[src/dpc_pkg.sv]
/*
 * Package for the dual-port RAM port controller: pin group structs, states and timing counts.
 * Assumes a 10 MHz core clock; the RAM outside is an asynchronous 2K x 16 dual-port part.
 */
package dpc_pkg;
    localparam int CLK_PERIOD_NS   = 100;
    localparam int ADDR_W          = 11;
    localparam int DATA_W          = 16;
    // Settle time given to the contention flag before a write strobe falls.
    localparam int FLAG_SETTLE_NS  = 40;
    localparam int FLAG_SETTLE_CYC = (FLAG_SETTLE_NS + CLK_PERIOD_NS - 1) / CLK_PERIOD_NS;
    // Strobe hold after the contention flag has released.
    localparam int WRITE_HOLD_AFTER_FLAG_NS  = 30;
    localparam int WRITE_HOLD_AFTER_FLAG_CYC =
        (WRITE_HOLD_AFTER_FLAG_NS + CLK_PERIOD_NS - 1) / CLK_PERIOD_NS;
    // Width of the strobe overlap used for a write or a read.
    localparam int STROBE_NS  = 100;
    localparam int STROBE_CYC = (STROBE_NS + CLK_PERIOD_NS - 1) / CLK_PERIOD_NS;
    localparam logic [3:0] CNT_ZERO = 4'h0;

    typedef enum logic [2:0] {
        DPC_IDLE,
        DPC_SETUP,
        DPC_SETTLE,
        DPC_STROBE,
        DPC_HOLD,
        DPC_DONE
    } dpc_state_e;

    typedef struct packed {
        logic              select_n;
        logic              lower_byte_we_n;
        logic              upper_byte_we_n;
        logic              out_en_n;
        logic [ADDR_W-1:0] addr;
    } dpc_pins_s;

    typedef struct packed {
        logic              write;
        logic              lower_byte;
        logic              upper_byte;
        logic [ADDR_W-1:0] addr;
        logic [DATA_W-1:0] wdata;
    } dpc_req_s;
endpackage : dpc_pkg

[src/dpc_port_ctrl.sv]
/*
 * Controller that drives one port of the dual-port RAM through its select, byte write strobes,
 * output enable, address and data pins, and watches that port's active-low contention flag.
 * Assumes pins are synchronous to CORE_CLK_I and the flag is pulled up outside.
 */
// How it works
// - Address changes only while select and write strobes are high.
// - Lower and upper byte strobes follow the request byte flags.
// - Contention flags may be ORed into an interrupt by the system.
// - Slave flag inputs are held high for normal operation.
// - One master drives the flags; slaves use them as inhibits.
// - Write starts after the flag settles and holds past its release.
// - Strobe is delayed by the master's maximum arbitration time.
`timescale 1ns/1ps
`default_nettype none
module dpc_port_ctrl (
    input  wire logic                       CORE_CLK_I,
    input  wire logic                       RSTN_I,
    input  wire logic                       REQ_VALID_I,
    input  wire dpc_pkg::dpc_req_s          REQ_I,
    output var  logic                       REQ_READY_O,
    output var  logic                       DONE_O,
    output var  logic [dpc_pkg::DATA_W-1:0] RDATA_O,
    output var  logic                       FLAGGED_O,
    output var  dpc_pkg::dpc_pins_s         PINS_O,
    input  wire logic [dpc_pkg::DATA_W-1:0] DQ_I,
    output var  logic [dpc_pkg::DATA_W-1:0] DQ_O,
    output var  logic                       DQ_OE_O,
    input  wire logic                       CONTENTION_FLAG_N_I
);
    localparam logic [3:0] SETTLE_LD = 4'(dpc_pkg::FLAG_SETTLE_CYC);
    localparam logic [3:0] STROBE_LD = 4'(dpc_pkg::STROBE_CYC);
    localparam logic [3:0] HOLD_LD   = 4'(dpc_pkg::WRITE_HOLD_AFTER_FLAG_CYC);

    dpc_pkg::dpc_state_e              state_reg, state_next;
    logic [3:0]                       cnt_reg, cnt_next;
    dpc_pkg::dpc_req_s                req_reg, req_next;
    dpc_pkg::dpc_pins_s               pins_reg, pins_next;
    logic [dpc_pkg::DATA_W-1:0]       rdata_reg, rdata_next;
    logic                             oe_reg, oe_next;
    logic                             ready_reg, ready_next;
    logic                             done_reg, done_next;
    logic                             flagged_reg, flagged_next;
    logic                             seen_reg, seen_next;

    function automatic dpc_pkg::dpc_pins_s idle_pins(input logic [dpc_pkg::ADDR_W-1:0] a);
        dpc_pkg::dpc_pins_s p;
        p.select_n        = 1'b1;
        p.lower_byte_we_n = 1'b1;
        p.upper_byte_we_n = 1'b1;
        p.out_en_n        = 1'b1;
        p.addr            = a;
        return p;
    endfunction : idle_pins

    always_comb begin
        state_next   = state_reg;
        cnt_next     = cnt_reg;
        req_next     = req_reg;
        pins_next    = pins_reg;
        rdata_next   = rdata_reg;
        oe_next      = oe_reg;
        ready_next   = 1'b0;
        done_next    = 1'b0;
        flagged_next = flagged_reg;
        seen_next    = seen_reg;
        case (state_reg)
            dpc_pkg::DPC_IDLE: begin
                ready_next = 1'b1;
                pins_next  = idle_pins(pins_reg.addr);
                if (REQ_VALID_I && ready_reg) begin
                    req_next   = REQ_I;
                    ready_next = 1'b0;
                    // Address moves with select and strobes high.
                    pins_next  = idle_pins(REQ_I.addr);
                    state_next = dpc_pkg::DPC_SETUP;
                end
            end
            dpc_pkg::DPC_SETUP: begin
                // Select falls first; the strobe only falls later.
                pins_next.select_n = 1'b0;
                pins_next.out_en_n = req_reg.write;
                oe_next            = req_reg.write;
                seen_next          = 1'b0;
                flagged_next       = 1'b0;
                cnt_next           = SETTLE_LD;
                state_next         = dpc_pkg::DPC_SETTLE;
            end
            dpc_pkg::DPC_SETTLE: begin
                // Wait out the master's arbitration before any write strobe.
                if (cnt_reg != dpc_pkg::CNT_ZERO) begin
                    cnt_next = cnt_reg - 4'h1;
                end else begin
                    pins_next.lower_byte_we_n = ~(req_reg.write & req_reg.lower_byte);
                    pins_next.upper_byte_we_n = ~(req_reg.write & req_reg.upper_byte);
                    cnt_next   = STROBE_LD;
                    state_next = dpc_pkg::DPC_STROBE;
                end
            end
            dpc_pkg::DPC_STROBE: begin
                // A low flag holds reads and writes in the strobe and reloads the hold count; a high flag lets the access run normally.
                if (!CONTENTION_FLAG_N_I) begin
                    seen_next    = 1'b1;
                    flagged_next = 1'b1;
                    cnt_next     = HOLD_LD;
                end else if (seen_reg && cnt_reg != dpc_pkg::CNT_ZERO) begin
                    // Flag released: keep strobing so the write lands after resolution.
                    cnt_next = cnt_reg - 4'h1;
                end else if (cnt_reg != dpc_pkg::CNT_ZERO) begin
                    cnt_next = cnt_reg - 4'h1;
                end else begin
                    rdata_next = DQ_I;
                    pins_next  = idle_pins(pins_reg.addr);
                    oe_next    = 1'b0;
                    state_next = dpc_pkg::DPC_DONE;
                end
            end
            dpc_pkg::DPC_DONE: begin
                done_next  = 1'b1;
                state_next = dpc_pkg::DPC_IDLE;
            end
            default: begin
                state_next = dpc_pkg::DPC_IDLE;
            end
        endcase
    end

    always_ff @(posedge CORE_CLK_I) begin
        if (!RSTN_I) begin
            state_reg   <= dpc_pkg::DPC_IDLE;
            cnt_reg     <= dpc_pkg::CNT_ZERO;
            req_reg     <= '0;
            pins_reg    <= idle_pins('0);
            rdata_reg   <= '0;
            oe_reg      <= 1'b0;
            ready_reg   <= 1'b0;
            done_reg    <= 1'b0;
            flagged_reg <= 1'b0;
            seen_reg    <= 1'b0;
        end else begin
            state_reg   <= state_next;
            cnt_reg     <= cnt_next;
            req_reg     <= req_next;
            pins_reg    <= pins_next;
            rdata_reg   <= rdata_next;
            oe_reg      <= oe_next;
            ready_reg   <= ready_next;
            done_reg    <= done_next;
            flagged_reg <= flagged_next;
            seen_reg    <= seen_next;
        end
    end

    assign REQ_READY_O = ready_reg;
    assign DONE_O      = done_reg;
    assign RDATA_O     = rdata_reg;
    // Per-access contention report that the system may OR into an interrupt.
    assign FLAGGED_O   = flagged_reg;
    assign PINS_O      = pins_reg;
    assign DQ_O        = req_reg.wdata;
    assign DQ_OE_O     = oe_reg;

    addr_stable_a: assert property (@(posedge CORE_CLK_I) disable iff (!RSTN_I)
        $changed(pins_reg.addr) |-> pins_reg.select_n || (pins_reg.lower_byte_we_n && pins_reg.upper_byte_we_n))
        else $error("Address changed during an active write window.");
    select_first_a: assert property (@(posedge CORE_CLK_I) disable iff (!RSTN_I)
        $fell(pins_reg.lower_byte_we_n) || $fell(pins_reg.upper_byte_we_n) |-> $past(!pins_reg.select_n))
        else $error("Write strobe fell without select already low.");
    idle_standby_a: assert property (@(posedge CORE_CLK_I) disable iff (!RSTN_I)
        state_reg == dpc_pkg::DPC_IDLE |-> pins_reg.select_n)
        else $error("Port selected while idle.");
    strobe_delay_a: assert property (@(posedge CORE_CLK_I) disable iff (!RSTN_I)
        $fell(pins_reg.select_n) |-> (pins_reg.lower_byte_we_n && pins_reg.upper_byte_we_n) [*2])
        else $error("Write strobe not delayed past arbitration time.");
    byte_strobe_a: assert property (@(posedge CORE_CLK_I) disable iff (!RSTN_I)
        !pins_reg.lower_byte_we_n |-> req_reg.write && req_reg.lower_byte)
        else $error("Lower byte strobe without a lower byte write.");
    write_hold_a: assert property (@(posedge CORE_CLK_I) disable iff (!RSTN_I)
        state_reg == dpc_pkg::DPC_STROBE && $rose(CONTENTION_FLAG_N_I) && seen_reg |-> state_reg == dpc_pkg::DPC_STROBE [*2])
        else $error("Write strobe released too soon after flag release.");
    data_drive_a: assert property (@(posedge CORE_CLK_I) disable iff (!RSTN_I)
        !pins_reg.lower_byte_we_n || !pins_reg.upper_byte_we_n |-> oe_reg && pins_reg.out_en_n)
        else $error("Data not driven during the write window.");
    done_follows_a: assert property (@(posedge CORE_CLK_I) disable iff (!RSTN_I)
        $rose(pins_reg.select_n) |=> done_reg)
        else $error("Done pulse missing after an access.");
endmodule : dpc_port_ctrl
`default_nettype wire

[config.mk]
export PLATFORM = sky130hd
export DESIGN_NAME = dpc_port_ctrl
export DESIGN_NICKNAME = d
export VERILOG_FILES = /design/src/dpc_pkg.sv /design/src/dpc_port_ctrl.sv
export SDC_FILE = /design/constraint.sdc
export NUM_CORES = 1
export LEC_CHECK = 0
export BUFFER_PORTS_ARGS = -buffer_cell sky130_fd_sc_hd__buf_2
export CELL_PAD_IN_SITES_DETAIL_PLACEMENT = 1
export CELL_PAD_IN_SITES_GLOBAL_PLACEMENT = 1
export CORE_MARGIN = 1
export CORE_UTILIZATION = 25
export CTS_CLUSTER_SIZE = 10
export DETAILED_ROUTE_END_ITERATION = 6
export PLACE_DENSITY = 0.65
export SYNTH_ARGS = -nofsm -noshare
export SYNTH_HDL_FRONTEND = slang
export SYNTH_SLANG_ARGS = --single-unit
[constraint.sdc]
create_clock -name CORE_CLK_I -period 1.9 [get_ports CORE_CLK_I]
set_input_delay 0.285 -clock CORE_CLK_I [delete_from_list [all_inputs] [get_ports CORE_CLK_I]]
set_output_delay 0.285 -clock CORE_CLK_I [all_outputs]
set_load 0.005 [all_outputs]
Word-level counts from Yosys, hierarchy flattened
Index checks and enable logic that the tools add are counted.
- register bits after elaboration: 61
- bits in latches: 0
- memory bits (writable): 0
- ROM bits: 0
- output and inout bits: 51
- word-level logic and storage cells: 81
- memories: 0
- add/subtract/negate cells: 1
- multiply operators: 0
- div/mod/pow operators: 0
- magnitude comparators: 0
- equal/unequal tests: 11
- shift operators: 0
- muxes and demuxes: 28
- bitwise gates (word level): 7
- reductions and logical operators: 18
- operators by type and width (cell ; count):
    15-bit two-way mux ; 3
    11-bit one-hot mux with 2 select lines ; 1
    4-bit two-way mux ; 4
    3-bit two-way mux ; 5
    2-bit inequality test (second input constant) ; 6
    3-bit one-hot mux with 4 select lines ; 1
    4-bit one-hot mux with 3 select lines ; 1
    4-bit AND reduction ; 3
    11-bit two-way mux ; 1
    5-bit AND reduction ; 2
    3-bit nonzero test ; 3
    2-bit AND reduction ; 4
    3-bit by 2-bit equality test with 1-bit output (second input constant) ; 2
    1-bit two-way mux ; 6
    1-bit one-hot mux with 3 select lines ; 2
    2-bit one-hot mux with 3 select lines ; 1
    1-bit NOT ; 5
    4-bit inequality test (second input constant) ; 1
    1-bit one-hot mux with 2 select lines ; 2
    4-bit nonzero test ; 1
    4-bit by 1-bit subtractor with 4-bit output (second input constant) ; 1
    3-bit by 1-bit equality test with 1-bit output (second input constant) ; 1
    3-bit equality test (second input constant) ; 1
    3-bit logical NOT ; 1
    5 further kinds ; 7

Logic depth before layout (Yosys ltp)
Gate-level depths: netlist of the first run.
- word-level depth: 5
- depth in mapped cells: 8
- gate-level depth less buffers: 6

Worst setup path after synthesis of the first run
Ideal clock, no wire load.
- path kind: register to register
- start: register cnt_reg[0]
- end: register rdata_reg, in the netlist RDATA_O[10]
- library setup time: 0.128 ns
- arrival time: 1.401 ns
- data required time: 1.772 ns
- setup slack: 0.371 ns
- cell stages (with the launch flop): 9
- buffers on the path: 2
- clock period less this slack: 1.529 ns
- cells stage by stage: dfxtp_1 > inv_1 > ha_1 > and4bb_1 > nand4b_1 > buf_6 > buf_12 > mux2i_1 > nor2_1
- longest elaborated chain between the ends: 4
- elaborated cells on any way between the ends: 5
- classes of those cells: 2 x bitwise; 3 x reduce/logical
- RTL lines (element ; RTL line ; source):
    from (decl) ; dpc_port_ctrl.sv:36 ; logic [3:0] cnt_reg, cnt_next;
    from (signal assigned) ; dpc_port_ctrl.sv:131 ; cnt_reg <= dpc_pkg::CNT_ZERO;
    from (signal assigned) ; dpc_port_ctrl.sv:142 ; cnt_reg <= cnt_next;
    4-bit nonzero test * ; dpc_port_ctrl.sv:106, dpc_port_ctrl.sv:109 ;
    1-bit logical AND ; dpc_port_ctrl.sv:106 ; end else if (seen_reg && cnt_reg != dpc_pkg::CNT_ZERO) begin
    1-bit NOT (no line) ; -- ;
    4-bit AND reduction (no line) * ; -- ;
    to (signal assigned) ; dpc_port_ctrl.sv:145 ; rdata_reg <= rdata_next;
    to (decl) ; dpc_port_ctrl.sv:39 ; logic [dpc_pkg::DATA_W-1:0] rdata_reg, rdata_next;
Every way passes the cells marked *; elsewhere a longest branch is shown, timed or not.
A chain may end at the register's enable or synchronous reset.

Worst setup path in the final report of the first run
- start: register cnt_reg[0]
- end: register pins_reg, in the netlist PINS_O[12]
- longest elaborated chain between the ends: 4
- elaborated cells on any way between the ends: 6
- classes of those cells: 3 x eq/ne; 3 x reduce/logical
- RTL lines (element ; RTL line ; source):
    4-bit nonzero test * ; dpc_port_ctrl.sv:91, dpc_port_ctrl.sv:106, dpc_port_ctrl.sv:109 ;
    1-bit logical AND ; dpc_port_ctrl.sv:106 ;
    2-bit inequality test (no line) ; -- ;
    5-bit AND reduction (no line) * ; -- ;
    to (signal assigned) ; dpc_port_ctrl.sv:133 ; pins_reg <= idle_pins('0);
    to (signal assigned) ; dpc_port_ctrl.sv:144 ; pins_reg <= pins_next;
    to (decl) ; dpc_port_ctrl.sv:38 ; dpc_pkg::dpc_pins_s pins_reg, pins_next;
Marked as above.

==> results of run 1 <==
cells in the final DEF (no fill, tap or decap), types with 2 or more instances in the layout:
cell       synthesis  routed
buf_2              7     100
nand2_1           72      72
dfxtp_1           61      61
a21oi_1           33      33
nor2_1            24      24
mux2i_1           16      16
clkbuf_8           0      10
buf_4             16       7
nor3_1             6       6
inv_1              5       4
nand2b_1           4       4
o21ai_0            3       3
nor2b_1            2       2
o22ai_1            2       2
nand3_1            2       2
mux2_2             2       2
ha_1               2       2
bufinv_16          0       2
clkinv_2           0       2
power breakdown:
group	switching, mW	internal, mW
sequential	0.0366	1.34
clock	0.523	0.772
combinational	0.203	0.161
final cells by class:
class,count,area share (%)
clock inverters,6,2.68
repair buffers,108,17.8
clock buffers,10,4.27
inverters,5,0.582
flip-flops and latches,61,37.9
well taps,133,5.16
multi-input cells,186,31.6
logic make-up after synthesis:
family,count (synthesis),share of synthesized area (%)
simple gates,120,21.6
flops,61,49.0
compound gates,45,10.3
buf+inv,39,10.5
mux,18,7.33
fa+ha+maj,2,1.00
xor+xnor,1,0.351
worst min path at each step:
stage / to / start
after floorplan: DQ_O[0] / REQ_I[0]
after global placement: PINS_O[5] / PINS_O[5]
after detailed placement: DQ_O[4] / DQ_O[4]
after CTS: RDATA_O[5] / DQ_I[5]
after global routing: RDATA_O[0] / DQ_I[0]
final: RDATA_O[5] / DQ_I[5]
synthesized netlist by cell type (all sizes together) (2+ instances only):
cell type   n  area (µm²)
a21oi      33         165
mux2i      16         160
dfxtp      61        1220
o22ai       2        12.5
nand2      72         270
nand3       2        10.0
ha          2        25.0
nor2       24        90.1
mux2        2        22.5
clkbuf      6        22.5
nor3        6        30.0
nor2b       2        12.5
nand2b      4        25.0
inv         5        18.8
nor3b       2        20.0
buf        28         220
o21ai       3        15.0
critical path, delay by kind of cell, from the launching register on:
kind,cells,cell delay [ns]
simple gates,2,0.34
buf+inv,1,0.09
mux,1,0.38
compound gates,1,0.27
flops,1,0.33
fa+ha+maj,1,0.16
routing by layer:
| layer | global-route usage, % | vias to the layer above | wire [µm] |
|---|---|---|---|
| li1 | - | 1095 | - |
| met1 | 14.8 | 1032 | 2750 |
| met3 | 4.51 | 10 | 390 |
| met2 | 23.1 | 63 | 3190 |
| met5 | 0 | - | 0 |
| met4 | 3.96 | 0 | 58 |
per-stage QoR:
stage / std cells / setup WS [ns] / cell area (µm²)
after detailed placement: 493 / 0.222 / 3000
final: 509 / 0.226 / 3220
after floorplan: 286 / 0.371 / 2490
after global placement: 493 / 0.329 / 3000
after global routing: 509 / 0.123 / 3220
after CTS: 509 / 0.208 / 3220
==> run summary, run 1 <==
Critical path origin -> cnt_reg[0]
Power density cells -> 941 nW/µm²
Worst slew margin -> 75.4%
CTS tree -> built
Final setup TNS -> 0 ns
FF+latch area -> 1220 µm²
Initial Util -> 25.6%
Area Growth Syn to Fin -> 29.3%
Total gr overflow -> 0
Placeable Area -> 9730 µm²
Rows -> 36
Netlist Area Pre-Place -> 2490 µm²
Gr usage total -> 13.1%
Mapped Cells -> 286
Worst Path Arrival -> 1.89 ns
Overall Power -> 3.03 mW
Setup violators final -> 0
Pin count of the biggest net entering global routing -> 31
Slew @ Worst Pin -> 0.368 ns
Clk_lat worst skew -> 0.33 ns
Fraction of registers with async set or reset after synthesis -> 0%
Pre-antenna DRT Iters -> 4
WL per Instance -> 12.6 µm
Worst R2R Path Depth -> 6
Final Skew -> 0.00618 ns
Worst VDD drop -> 0.292 mV
HP Class -> in -> reg
Endpoint class of the critical path -> flop
WHS -> 0.172 ns
Total number of vias -> 2200
Post-CTS Setup Inserts -> 0
DRC Markers -> 0
Leak -> 1.52 nW
Final #Nets -> 423
Synth Warn # -> 0
Root Buffer -> clkbuf_8
CTS Sinks -> 61
Clock slew at reported path FFs -> 0.07 ns
I/O Buffers -> 100
Sequential area share after synthesis -> 49.0%
CTS max path bufs -> 2
Die H -> 102 µm
Initial antenna violation count -> 0
EDFF count, synth -> 0
Final period utilization -> 88.1%
Post-synthesis cell type count -> 37
Number of global-route vias before repair -> 2236
Reg2Reg Launch Point -> cnt_reg[0]
Final hold violation count -> 0
Antenna Nets Post-Route -> 0
First-pass GRT wire length -> 10400 µm
FF+latch count, synth -> 61
Total die area -> 10400 µm²
CP max stage cell -> mux2_2
Minimum clock period -> 1.67 ns
DP HPWL -> 4580 µm
Net Count, Synth -> 338
DIE WIDTH -> 102 µm
Status -> finished, final reports clean
Worst path max stage delay -> 0.38 ns
Share of layout cells above drive strength 1 -> 34.8%
RSZ-0062 raised after global routing -> no
H-tree levels -> 3
Max FO, Critical Path -> 4
Resize count post-CTS -> 0
Slew Limit Fails -> 0
Total wire length -> 6400 µm
1st-iter DRT viols -> 36
N_diodes -> 0
Avg Cell Area, Syn -> 8.72 µm²
Hold Buf Count CTS -> 0
FILL cells -> 1212
Maxcap violations -> 0
Io pins -> 101
GPL Wtd Cong -> 0.733
Crit path capture -> PINS_O[12]
R2r endpoint -> PINS_O[12]
Top FF cell, synth -> dfxtp_1
Crit path cell chain -> inv_1, ha_1, nor3b_2, nor2b_1, a211oi_2, mux2_2
Hold Path Cell Cnt -> 3
Vias per cell -> 4.32
Final core area utilization -> 33.1%
WS Path Type -> reg -> reg
Highest Clock Rate -> 597 MHz
WP data required -> 2.12 ns
Reg2Reg Setup Slack -> 0.23 ns
Multi-input gate area -> 1020 µm²
TritonCTS Buffers -> 9
Crit path launch type -> flop
Power figures use the tool's default switching activity.
==> run 2, diff against run 1 <==
--- a/config.mk
+++ b/config.mk
@@ -6,13 +6,12 @@
 export NUM_CORES = 1
 export LEC_CHECK = 0
 export BUFFER_PORTS_ARGS = -buffer_cell sky130_fd_sc_hd__buf_2
-export CELL_PAD_IN_SITES_DETAIL_PLACEMENT = 1
-export CELL_PAD_IN_SITES_GLOBAL_PLACEMENT = 1
+export CORE_ASPECT_RATIO = 1.2
 export CORE_MARGIN = 1
 export CORE_UTILIZATION = 25
 export CTS_CLUSTER_SIZE = 10
 export DETAILED_ROUTE_END_ITERATION = 6
-export PLACE_DENSITY = 0.65
+export PLACE_DENSITY = 0.51
 export SYNTH_ARGS = -nofsm -noshare
 export SYNTH_HDL_FRONTEND = slang
 export SYNTH_SLANG_ARGS = --single-unit
==> run 2 against run 1 <==
Sequential power about the same. Clock power is 36% higher. Critical endpoint unchanged. Die area hardly changed.
==> run summary, run 2 (same netlist as run 1, synthesis figures left out) <==
Combinational Power Share -> 9.9%
Crit path launch type -> flop
Status -> finished, final reports clean
Worst path max stage delay -> 0.37 ns
Buffers & Inverters on Critical Path -> 1
Endpoint class of the critical path -> flop
RSZ-0062 raised after global routing -> no
Hold Startpoint -> DQ_I[1]
Final setup TNS -> 0 ns
Clock slew at reported path FFs -> 0.05 ns
Internal Pwr Total -> 2.71 mW
Max FO, Critical Path -> 4
Final core area utilization -> 34.3%
DIE WIDTH -> 93.2 µm
Power share of the clock group -> 50.4%
Leak -> 1.57 nW
GPL Wtd Cong -> 0.702
Initial antenna violation count -> 0
Sequential power share -> 39.7%
Vias per cell -> 4.23
WS Path Type -> reg -> reg
Io pins -> 101
Switching Power -> 0.775 mW
Placeable Area -> 9610 µm²
Setup violators final -> 0
1st-iter DRT viols -> 61
DP HPWL -> 3890 µm
Total wire length -> 5580 µm
CTS Sinks -> 61
Rows -> 39
Slew Limit Fails -> 0
CP max stage cell -> mux2_2
Antenna Nets Post-Route -> 0
Overall Power -> 3.49 mW
Worst VDD drop -> 0.322 mV
Total gr overflow -> 0
Commonest non-fill, non-tap cell in the layout -> buf_2
WHS -> 0.193 ns
Gr usage total -> 11.1%
CTS tree -> built
Maxcap violations -> 0
CTS max path bufs -> 2
Critical path origin -> cnt_reg[0]
Final Skew -> 0.00492 ns
Share of layout cells above drive strength 1 -> 34.2%
Clk_lat worst skew -> 0.32 ns
Design area -> 3300 µm²
Root Buffer -> clkbuf_16
DP Area -> 2970 µm²
Power density cells -> 1060 nW/µm²
I/O Buffers -> 100
Slew @ Worst Pin -> 0.501 ns
Initial Util -> 25.9%
N_diodes -> 0
Highest Clock Rate -> 612 MHz
Final hold violation count -> 0
TritonCTS Buffers -> 9
Hold Buf Count CTS -> 0
Final #Nets -> 421
Post-placement cell count -> 481
Worst slew margin -> 66.5%
Area Growth Syn to Fin -> 32.3%
Total die area -> 10400 µm²
Fin cells -> 497
Pre-CTS WS -> 0.274 ns
First-pass GRT wire length -> 8970 µm
HP Class -> in -> reg
WP data required -> 2.11 ns
Commonest non-fill, non-tap cells in the layout -> buf_2, nand2_1, dfxtp_1, a21oi_1, nor2_1
Worst Path Arrival -> 1.84 ns
Pin count of the biggest net entering global routing -> 31
Number of global-route vias before repair -> 1894
H-tree levels -> 3
Post-CTS Setup Inserts -> 0
Die H -> 111 µm
Crit path cell chain -> inv_1, ha_1, nor3b_2, nor2b_1, a211oi_2, mux2_2
Minimum clock period -> 1.63 ns
Resize count post-CTS -> 0
Sw Share -> 22.2%
Pre-antenna DRT Iters -> 4
Crit-path leading delay family -> multiplexers
WL per Instance -> 11.2 µm
Final period utilization -> 86.0%
Reg2Reg Launch Point -> cnt_reg[0]
Total number of vias -> 2101
DRC Markers -> 0
Slack of the critical path -> 0.265 ns
==> run 2: cell types whose count changed in the layout (fill, tap and decap cells not counted) <==
cell        change
buf_4           -2
clkbuf_1        +1
clkbuf_16       +9
clkbuf_8        -8
clkinv_1        -1
clkinv_4        -1
clkinvlp_4      -1
inv_1           +1
==> run 2: power by group through the flow <==
stage	logic, mW	registers, mW	clock network (mW)
6_report	0.346	1.38	1.76
5_1_grt	0.392	1.39	1.88
4_1_cts	0.353	1.38	1.82
3_5_place_dp	0.352	1.41	0
3_3_place_gp	0.348	1.41	0
2_1_floorplan	0.256	1.40	0
==> run 2: path summary, 6_finish.rpt <==
kind         slack, ns  depth (start not counted)    endpoint
max               0.27                          6  PINS_O[12]
min reg2reg       0.45                          2     DQ_O[3]
min               0.19                          3  RDATA_O[1]
max reg2reg       0.27                          6  PINS_O[12]
==> run 2: layer usage <==
layer | up-vias | part of all wire (%) | GRT usage (%) | routed length [µm]
met5 | - | 0 | 0 | 0
met4 | 0 | 1.8 | 5.23 | 101
met3 | 9 | 6.9 | 3.62 | 384
met2 | 69 | 45 | 18.2 | 2520
met1 | 931 | 46 | 12.9 | 2580
li1 | 1092 | - | - | -
==> run 2: worst min-delay path, delay by kind of cell <==
| kind | cells | cell delay [ns] |
|---|---|---|
| mux | 1 | 0.05 |
| simple gates | 1 | 0.07 |
| buf+inv | 1 | 0.07 |
==> run 2: area by class of cell <==
class	count	area [µm²]
Inverter	5	18.8
Clock buffer	12	256
Sequential cell	61	1220
Tap cell	123	154
Timing Repair Buffer	106	558
Multi-Input combinational cell	186	1020
Fill cell	1047	6310
Clock inverter	4	70.1
